<file path="config.mk">
export PLATFORM = sky130hd
export DESIGN_NAME = dac_host
export DESIGN_NICKNAME = d
export VERILOG_FILES = /design/src/dac_host_pkg.sv /design/src/dac_host.sv
export SDC_FILE = /design/constraint.sdc
export NUM_CORES = 1
export LEC_CHECK = 0
export ABC_AREA = 1
export BUFFER_PORTS_ARGS = -buffer_cell sky130_fd_sc_hd__clkbuf_2
export CORE_MARGIN = 2
export CORE_UTILIZATION = 48
export DETAILED_ROUTE_END_ITERATION = 10
export PLACE_DENSITY = 0.76
export SLEW_MARGIN = 20
export SYNTH_ARGS = -nofsm -noshare
export SYNTH_HDL_FRONTEND = slang
export SYNTH_SLANG_ARGS = --single-unit
</file>
<file path="constraint.sdc">
create_clock -name ref_clk_i -period 1.5 [get_ports ref_clk_i]
set_input_delay 0.225 -clock ref_clk_i [delete_from_list [all_inputs] [get_ports ref_clk_i]]
set_output_delay 0.225 -clock ref_clk_i [all_outputs]
set_load 0.01 [all_outputs]
</file>
<file path="src/dac_host_pkg.sv">
// Purpose: constants and types for the host-side driver of a double-buffered 16-bit converter
// Assumes: 250 MHz ref_clk_i, converter latches driven straight from flip-flops
// Notes: timing figures are held in ns and turned into cycle counts here
//
// Notes on behaviour
// - wait at least 100 ns after a first-rank load before raising update; load-update mode here waits, a lone update command raises it at once
// - edge mode: update and select tied, load low, rising edge updates
// - edge mode low plus high time must cover output settling
// - update held high keeps second rank transparent, deskew lost
// - two's complement words get their top bit inverted before driving
// - unused controls tie select and load low, update high; never left open; here all three are driven and rest with select and load high, update low
// - in tied wiring rising decoded select makes second rank transparent
// - in tied wiring data is captured by rising load strobe, not select; edge mode here holds load low and captures on rising select
// - slow hosts stretch the load strobe to meet the strobe low time
// - decoder selects on data writes from 3000H through 3400H
package dac_host_pkg;

	localparam int unsigned CLK_PERIOD_PS = 4000;
	localparam int unsigned DATA_W = 16;

	// strobe widths are host choices; the deskew gap is the documented figure
	localparam int unsigned DESKEW_NS = 100;
	localparam int unsigned STROBE_LOW_NS = 40;
	localparam int unsigned STROBE_HIGH_NS = 40;
	localparam int unsigned SETTLE_NS = 13000;
	localparam int unsigned DATA_HOLD_NS = 8;

	localparam int unsigned DESKEW_CYC = (DESKEW_NS * 1000 + CLK_PERIOD_PS - 1) / CLK_PERIOD_PS;
	localparam int unsigned LOW_CYC = (STROBE_LOW_NS * 1000 + CLK_PERIOD_PS - 1) / CLK_PERIOD_PS;
	localparam int unsigned HIGH_CYC = (STROBE_HIGH_NS * 1000 + CLK_PERIOD_PS - 1) / CLK_PERIOD_PS;
	localparam int unsigned HOLD_CYC = (DATA_HOLD_NS * 1000 + CLK_PERIOD_PS - 1) / CLK_PERIOD_PS;
	localparam int unsigned SETTLE_CYC = (SETTLE_NS * 1000 + CLK_PERIOD_PS - 1) / CLK_PERIOD_PS;

	localparam int unsigned CNT_W = 12;

	localparam logic [15:0] ADDR_LO = 16'h3000;
	localparam logic [15:0] ADDR_HI = 16'h3400;
	localparam logic [15:0] MSB_FLIP = 16'h8000;

	// command modes from the user side
	localparam logic [1:0] MODE_LOAD = 2'h0;
	localparam logic [1:0] MODE_UPDATE = 2'h1;
	localparam logic [1:0] MODE_LOAD_UPDATE = 2'h2;
	localparam logic [1:0] MODE_EDGE = 2'h3;

	typedef struct packed {
		logic select_n;
		logic first_rank_load_n;
		logic output_update;
		logic [DATA_W-1:0] data;
	} dac_pins_t;

	typedef struct packed {
		logic valid;
		logic [1:0] mode;
		logic twos_comp;
		logic [15:0] addr;
		logic [DATA_W-1:0] data;
	} dac_cmd_t;

	typedef enum {
		ST_IDLE,
		ST_LOW,
		ST_HOLD,
		ST_GAP,
		ST_UPD,
		ST_ELOW,
		ST_EHIGH
	} host_state_t;

	typedef struct packed {
		host_state_t st;
		logic [CNT_W-1:0] cnt;
		logic [1:0] mode;
		logic [DATA_W-1:0] word;
		logic loaded;
		logic updated;
		logic busy;
		logic done;
		logic miss;
		dac_pins_t pins;
	} host_regs_t;

endpackage

</file>
<file path="src/dac_host.sv">
// Purpose: drive the parallel load, select and update pins of a double-buffered converter
// Assumes: one clock, all pins registered, converter latches are level sensitive
// Notes: one command at a time; requests while busy are dropped silently, bad addresses in idle are flagged
`timescale 1ns/1ps
module dac_host
(
	input wire logic ref_clk_i, // 250 MHz clock
	input wire logic rst_n_i, // synchronous reset, active low
	input wire dac_host_pkg::dac_cmd_t cmd_i, // command from user logic
	output logic busy_o, // sequence in progress
	output logic done_o, // one-cycle pulse at sequence end
	output logic miss_o, // one-cycle pulse, idle command dropped for bad address
	output logic code_valid_o, // converter holds a defined code
	output dac_host_pkg::dac_pins_t pins_o // converter pins
);
	import dac_host_pkg::*;

	host_regs_t r_q;
	host_regs_t r_d;
	logic addr_hit;
	logic [DATA_W-1:0] word_in;

	////////////////////////////////////////////////////////////////////////////////
	// decode and coding

	assign addr_hit = (cmd_i.addr >= ADDR_LO) && (cmd_i.addr <= ADDR_HI);
	// positive-true bits go out unchanged; only signed input is remapped to offset binary
	assign word_in = cmd_i.twos_comp ? (cmd_i.data ^ MSB_FLIP) : cmd_i.data;

	////////////////////////////////////////////////////////////////////////////////
	// sequencer

	always_comb
	begin
		r_d = r_q;
		r_d.done = 1'b0;
		r_d.miss = 1'b0;
		case (r_q.st)
			ST_IDLE:
			begin
				// idle rest level keeps first rank transparent-safe: load high holds it
				r_d.pins.select_n = 1'b1;
				r_d.pins.first_rank_load_n = 1'b1;
				if (cmd_i.valid && addr_hit)
				begin
					r_d.word = word_in;
					r_d.mode = cmd_i.mode;
					r_d.busy = 1'b1;
					r_d.cnt = '0;
					if (cmd_i.mode == MODE_UPDATE)
					begin
						r_d.pins.output_update = 1'b1;
						r_d.st = ST_UPD;
					end
					else if (cmd_i.mode == MODE_EDGE)
					begin
						r_d.pins.data = word_in;
						r_d.pins.select_n = 1'b0;
						r_d.pins.output_update = 1'b0;
						r_d.pins.first_rank_load_n = 1'b0;
						r_d.st = ST_ELOW;
					end
					else
					begin
						r_d.pins.data = word_in;
						r_d.pins.select_n = 1'b0;
						r_d.pins.first_rank_load_n = 1'b0;
						r_d.pins.output_update = 1'b0;
						r_d.st = ST_LOW;
					end
				end
				else if (cmd_i.valid)
				begin
					r_d.miss = 1'b1;
				end
			end
			ST_LOW:
			begin
				r_d.cnt = r_q.cnt + 1'b1;
				if (r_q.cnt >= CNT_W'(LOW_CYC - 1))
				begin
					// load strobe rises first so data is caught by it, select lags
					r_d.pins.first_rank_load_n = 1'b1;
					r_d.cnt = '0;
					r_d.loaded = 1'b1;
					r_d.st = ST_HOLD;
				end
			end
			ST_HOLD:
			begin
				r_d.cnt = r_q.cnt + 1'b1;
				if (r_q.cnt >= CNT_W'(HOLD_CYC - 1))
				begin
					r_d.pins.select_n = 1'b1;
					r_d.cnt = '0;
					if (r_q.mode == MODE_LOAD_UPDATE)
					begin
						r_d.st = ST_GAP;
					end
					else
					begin
						r_d.st = ST_IDLE;
						r_d.busy = 1'b0;
						r_d.done = 1'b1;
					end
				end
			end
			ST_GAP:
			begin
				r_d.cnt = r_q.cnt + 1'b1;
				if (r_q.cnt >= CNT_W'(DESKEW_CYC - 1))
				begin
					r_d.pins.output_update = 1'b1;
					r_d.cnt = '0;
					r_d.st = ST_UPD;
				end
			end
			ST_UPD:
			begin
				r_d.cnt = r_q.cnt + 1'b1;
				if (r_q.cnt >= CNT_W'(HIGH_CYC - 1))
				begin
					// update only pulsed, never parked high, so the deskew of rank two is kept
					r_d.pins.output_update = 1'b0;
					r_d.updated = r_q.loaded;
					r_d.cnt = '0;
					r_d.st = ST_IDLE;
					r_d.busy = 1'b0;
					r_d.done = 1'b1;
				end
			end
			ST_ELOW:
			begin
				r_d.cnt = r_q.cnt + 1'b1;
				if (r_q.cnt >= CNT_W'(LOW_CYC - 1))
				begin
					// tied pair rises together: first rank freezes, second rank opens
					r_d.pins.select_n = 1'b1;
					r_d.pins.output_update = 1'b1;
					r_d.loaded = 1'b1;
					r_d.cnt = '0;
					r_d.st = ST_EHIGH;
				end
			end
			ST_EHIGH:
			begin
				r_d.cnt = r_q.cnt + 1'b1;
				// high phase stretched so low plus high covers output settling
				if (r_q.cnt >= CNT_W'(SETTLE_CYC - LOW_CYC - 1))
				begin
					r_d.pins.output_update = 1'b0;
					r_d.pins.first_rank_load_n = 1'b1;
					r_d.updated = 1'b1;
					r_d.cnt = '0;
					r_d.st = ST_IDLE;
					r_d.busy = 1'b0;
					r_d.done = 1'b1;
				end
			end
			default:
			begin
				r_d.st = ST_IDLE;
				r_d.busy = 1'b0;
			end
		endcase
	end

	always_ff @(posedge ref_clk_i)
	begin
		if (!rst_n_i)
		begin
			r_q <= '0;
			r_q.st <= ST_IDLE;
			// pins never float: select and load inactive, update low so nothing moves
			r_q.pins.select_n <= 1'b1;
			r_q.pins.first_rank_load_n <= 1'b1;
			r_q.pins.output_update <= 1'b0;
		end
		else
		begin
			r_q <= r_d;
		end
	end

	////////////////////////////////////////////////////////////////////////////////
	// outputs

	assign busy_o = r_q.busy;
	assign done_o = r_q.done;
	assign miss_o = r_q.miss;
	assign code_valid_o = r_q.updated;
	assign pins_o = r_q.pins;

endmodule

</file>
# Word level (Yosys, flattened, before mapping)
# Cells that the tools add are included.
# word_totals
register_bits	86
latch_bits	0
ram_bits	0
romBits	0
input_bits	38
output_inout_bits	23
elab_cells	97
n_memories	0
# classes
add_sub_neg	1
n_mul	0
div_mod_pow	0
n_lt_le_gt_ge	6
n_eq_ne	17
shifts	0
muxes	34
bitwise	5
n_reduce_logical	21
# op_table
op	count
2-to-1 mux 44 bit	6
one-hot mux 32 bit (7 select lines)	1
equality test 32 x 3 -> 1 bit (second input constant)	3
one-hot mux 12 bit (7 select lines)	1
equality test 32 x 2 -> 1 bit (second input constant)	2
2-to-1 mux 62 bit	1
equality test 32 x 1 -> 1 bit (second input constant)	1
logical NOT 32 bit	1
2-to-1 mux 16 bit	2
2-to-1 mux 32 bit	1
2-to-1 mux 19 bit	1
>= comparator 16 x 14 -> 1 bit (second input constant)	1
<= comparator 16 x 14 -> 1 bit (second input constant)	1
inequality test 2 bit (second input constant)	8
adder 12 x 1 -> 12 bit (second input constant)	1
>= comparator 12 x 1 -> 1 bit (second input constant)	1
>= comparator 12 bit (second input constant)	1
>= comparator 12 x 4 -> 1 bit (second input constant)	1
>= comparator 12 x 5 -> 1 bit (second input constant)	1
AND reduction 3 bit	4
AND reduction 6 bit	2
2-to-1 mux 2 bit	5
one-hot mux 1 bit (5 select lines)	2
2-to-1 mux 3 bit	3
15 further kinds	33

# Depth between registers and ports, before layout
# logic_depth
depth_word	5
depth_mapped	13
ltp_nobuf	13

# Worst setup path after synthesis
# Ideal clock, no wire load.
# synth_timing
kind	reg2reg
start	register r_q[42] (netlist bit)
end	register r_q[56] (netlist bit)
setup_ns	0.128
arrival_ns	1.436
required_time_ns	1.372
slack_ns	-0.063
path_stages_with_launch	12
path_buffers	1
synth_period_minus_slack_ns	1.563
path_cell_list	dfxtp_1 -> inv_1 -> ha_1 -> nand2_1 -> nand2_1 -> nand2_2 -> nor2_2 -> nor2_1 -> nand2_2 -> buf_6 -> a21oi_1 -> nor2_1
# synth_between
elab_chain_len	3
word_cells_on_any_way	11
classes_between	order compare: 4; eq/ne: 6; reduce/logical: 1
# synth_rtl
element	line_no	source
start: declaration	dac_host.sv:18	host_regs_t r_q;
start signal: assignment	dac_host.sv:181	r_q <= r_d;
>= comparator 12 bit, or another cell as far along	dac_host.sv:149	if (r_q.cnt >= CNT_W'(SETTLE_CYC - LOW_CYC - 1))
inequality test 2 bit (no source line)	n/a	
AND reduction 7 bit (no source line) (*)	n/a	
# Every way passes the cells marked *; elsewhere a longest branch is shown, timed or not.
# A chain may end at the register's enable or synchronous reset.

# Worst setup path after layout
# Same ends and word-level chain as after synthesis.

==> flow_summary.json <==
{
  "status": "complete, but fails checks",
  "violations": "negative setup slack",
  "cts_buf_count": 5,
  "placementRows": 25,
  "worst-endpoint-required_ns": 1.70,
  "post_synth_main_area_contributors": "sky130_fd_sc_hd__dfxtp_1, sky130_fd_sc_hd__nand2_1, sky130_fd_sc_hd__a21oi_1",
  "count_of_hold_fix_buffers_inserted_at_cts": 0,
  "power.total_mw": 2.304,
  "yosys.cell_types.count": 25,
  "die_height_um": 74.34,
  "ports": 61,
  "yosys_synthesis_warning_count": 0,
  "tightest_slew_ns": 0.3908,
  "start_util": 0.4995,
  "setup_violations": 6,
  "route.detailed.wl_per_inst_um": 12.23,
  "drv_slew": 0,
  "clock_tree_from_tritoncts": "done",
  "placeableCoreArea_sq_um": 4755,
  "wire_length_of_the_first_global_routing_pass_um": 9922,
  "seq_area_frac_synth": 0.3456,
  "wirelength_um": 6162,
  "syn_avg_cell_area_sq_um": 6.597,
  "grt_setup_unrepaired": "yes",
  "timing.setup.critical_path_class": "flip-flop to flip-flop",
  "drt_first_iter_violations": 171,
  "timing.final.crit_share": 1.019,
  "synth_top_area_share": 0.3456,
  "stdcell_area_sq_um": 3169,
  "postSynthNetCount": 401,
  "n_antenna_cell": 0,
  "gr-usage-all-layers": 0.2317,
  "routabilityCongestion": 1.018,
  "flow.area_growth_from_synthesis_pct": 33.46,
  "crit_start_category": "flip-flop",
  "clk_latency_ns": 0.30,
  "post_route_cells_drive_above_1_share": 0.3822,
  "critical_path_at_ns": 1.72,
  "pwr_density_cell_nw_per_um2": 726.9,
  "whs_ns": 0.1509,
  "route.detailed.drc": 0,
  "synthCells": 360,
  "port_buffers": 60,
  "placed_cells_incl_taps": 492,
  "max_freq_ghz": 0.6541,
  "drtPass1Iterations": 6,
  "ys_seq_elements": 41,
  "timing.hold.worst.class": "primary input to flip-flop",
  "dp.final_hpwl_um": 4428,
  "final_nets": 477,
  "max_cap_violations": 0,
  "die-width_um": 74.34,
  "most_used_cells_in_the_layout_excluding_fill_and_tap_cells": "sky130_fd_sc_hd__nand2_1, sky130_fd_sc_hd__clkbuf_2, sky130_fd_sc_hd__buf_4",
  "maximum_number_of_pins_on_one_net_before_global_route_repair": 23,
  "cp_max_fanout": 6,
  "antenna_found_initial": 0,
  "syn-cell-area_sq_um": 2375,
  "setup.reg_to_reg.worst_slack_ns": -0.03,
  "hold_violations": 0,
  "clock_tree.buffer_depth": 2,
  "cts.root.buffer_cell": "sky130_fd_sc_hd__clkbuf_8",
  "number_of_h_tree_levels": 2,
  "die-area_sq_um": 5526,
  "synth_largest_area_cell": "sky130_fd_sc_hd__dfxtp_1",
  "avgViaCountPerCell": 4.980,
  "remaining_global_route_overflow": 0,
  "place_area_sq_um": 2818,
  "maxSlewHeadroom": 0.7385,
  "instances_no_fill": 504,
  "timing.final.ws_setup_ns": -0.02879,
  "fin_skew_ns": 0.001845,
  "leakage_component_of_the_power_nw": 1.474,
  "most_frequent_standard_cell_in_the_layout_excluding_fill_and_tap_cells": "sky130_fd_sc_hd__nand2_1",
  "clkSlewWorstSetupHoldPaths_ns": 0.08,
  "cts_num_sinks": 41,
  "vias_in_the_first_global_route": 2230,
  "ant_nets": 0,
  "ir_drop_uv": 610.5,
  "endpoint_kind": "flip-flop",
  "min_period_ns": 1.529,
  "via_count": 2510
}
-- cell usage after synthesis --
| master | instances |
|---|---|
| sky130_fd_sc_hd__a21oi_1 | 35 |
| sky130_fd_sc_hd__a21oi_2 | 1 |
| sky130_fd_sc_hd__buf_2 | 1 |
| sky130_fd_sc_hd__buf_4 | 20 |
| sky130_fd_sc_hd__buf_6 | 2 |
| sky130_fd_sc_hd__clkbuf_1 | 6 |
| sky130_fd_sc_hd__dfxtp_1 | 41 |
| sky130_fd_sc_hd__ha_1 | 3 |
| sky130_fd_sc_hd__inv_1 | 36 |
| sky130_fd_sc_hd__inv_2 | 3 |
| sky130_fd_sc_hd__nand2_1 | 95 |
| sky130_fd_sc_hd__nand2_2 | 2 |
| sky130_fd_sc_hd__nand3_1 | 19 |
| sky130_fd_sc_hd__nand3_2 | 2 |
| sky130_fd_sc_hd__nand4_1 | 5 |
| sky130_fd_sc_hd__nor2_1 | 38 |
| sky130_fd_sc_hd__nor2_2 | 3 |
| sky130_fd_sc_hd__nor2_4 | 5 |
| sky130_fd_sc_hd__nor3_1 | 2 |
| sky130_fd_sc_hd__o211ai_1 | 1 |
| sky130_fd_sc_hd__o21ai_0 | 29 |
| sky130_fd_sc_hd__o21ai_1 | 1 |
| sky130_fd_sc_hd__o21ai_2 | 1 |
| sky130_fd_sc_hd__or2_0 | 1 |
| sky130_fd_sc_hd__xor2_1 | 8 |
-- metrics by stage --
stage / setup TNS (ns) / setup slack (ns) / utilization
3_3_place_gp: -0.9365 / -0.08117 / 0.5926
6_report: -0.1050 / -0.02879 / 0.6666
2_1_floorplan: 0 / 0.01369 / -
4_1_cts: -0.05448 / -0.01921 / 0.6395
5_1_grt: -2.076 / -0.1555 / 0.6666
3_5_place_dp: -2.856 / -0.1613 / 0.5926
-- kinds of logic after synthesis --
logic type      Yosys count  synth area share
buf+inv                  68            0.1459
flops                    41            0.3456
simple gates            172            0.3156
fa+ha+maj                 3           0.01581
xor+xnor                  8           0.02951
compound gates           68            0.1475
-- area by class of cell --
| type | instances | area, sq um |
|---|---|---|
| Clock buffer | 5 | 68.82 |
| Tap cell | 67 | 83.83 |
| Fill cell | 426 | 1585 |
| Clock inverter | 3 | 68.82 |
| Timing Repair Buffer | 97 | 598.1 |
| Sequential cell | 41 | 837.1 |
| Multi-Input combinational cell | 252 | 1364 |
| Inverter | 39 | 148.9 |
-- routing by layer --
metal / track usage / up-vias / wire length (um)
met1: 0.2995 / 1150 / 2678
li1: - / 1278 / -
met4: 0.09325 / 0 / 129
met5: 0 / - / 0
met3: 0.04065 / 13 / 331
met2: 0.3849 / 69 / 3022
-- state kept, by name (all words and copies together) (netlist names) --
register      count
busy_o            1
miss_o            1
pins_o           19
r_q              18
done_o            1
code_valid_o      1
-- critical path: stages, from the launching register on --
cell                      delay [ns]
sky130_fd_sc_hd__dfxtp_4        0.38
sky130_fd_sc_hd__inv_2          0.04
sky130_fd_sc_hd__ha_2           0.18
sky130_fd_sc_hd__nand2_2        0.09
sky130_fd_sc_hd__nand2_4        0.07
sky130_fd_sc_hd__nand3_4        0.09
sky130_fd_sc_hd__nand2_2        0.07
sky130_fd_sc_hd__nor2_4         0.17
sky130_fd_sc_hd__nand2_4        0.12
sky130_fd_sc_hd__a21oi_2        0.15
sky130_fd_sc_hd__nor2_1         0.05
-- power breakdown --
part	internal (mW)	switching [mW]	leakage [nW]
Sequential	1.09	0.00256	0.336
Combinational	0.0612	0.0630	1.07
Clock	0.670	0.418	0.0687
Total	1.82	0.484	1.47
-- repair_timing --
item                       4_1_cts  5_1_grt
setup buffers                    2        1
setup endpoints to repair       15       37
pin swaps                        7       19
resized for setup               23       37
cloned                           1        0
-- worst paths after layout --
check | start | endpoint | depth (start not counted)
worst max register to register | r_q[42] | r_q[56] | 10
worst min-delay path | cmd_i[2] | pins_o[2] | 3
worst min register to register | r_q[23] | r_q[23] | 2
worst max-delay path | r_q[42] | r_q[56] | 10
No activity file was read; power rests on OpenSTA's default activity.
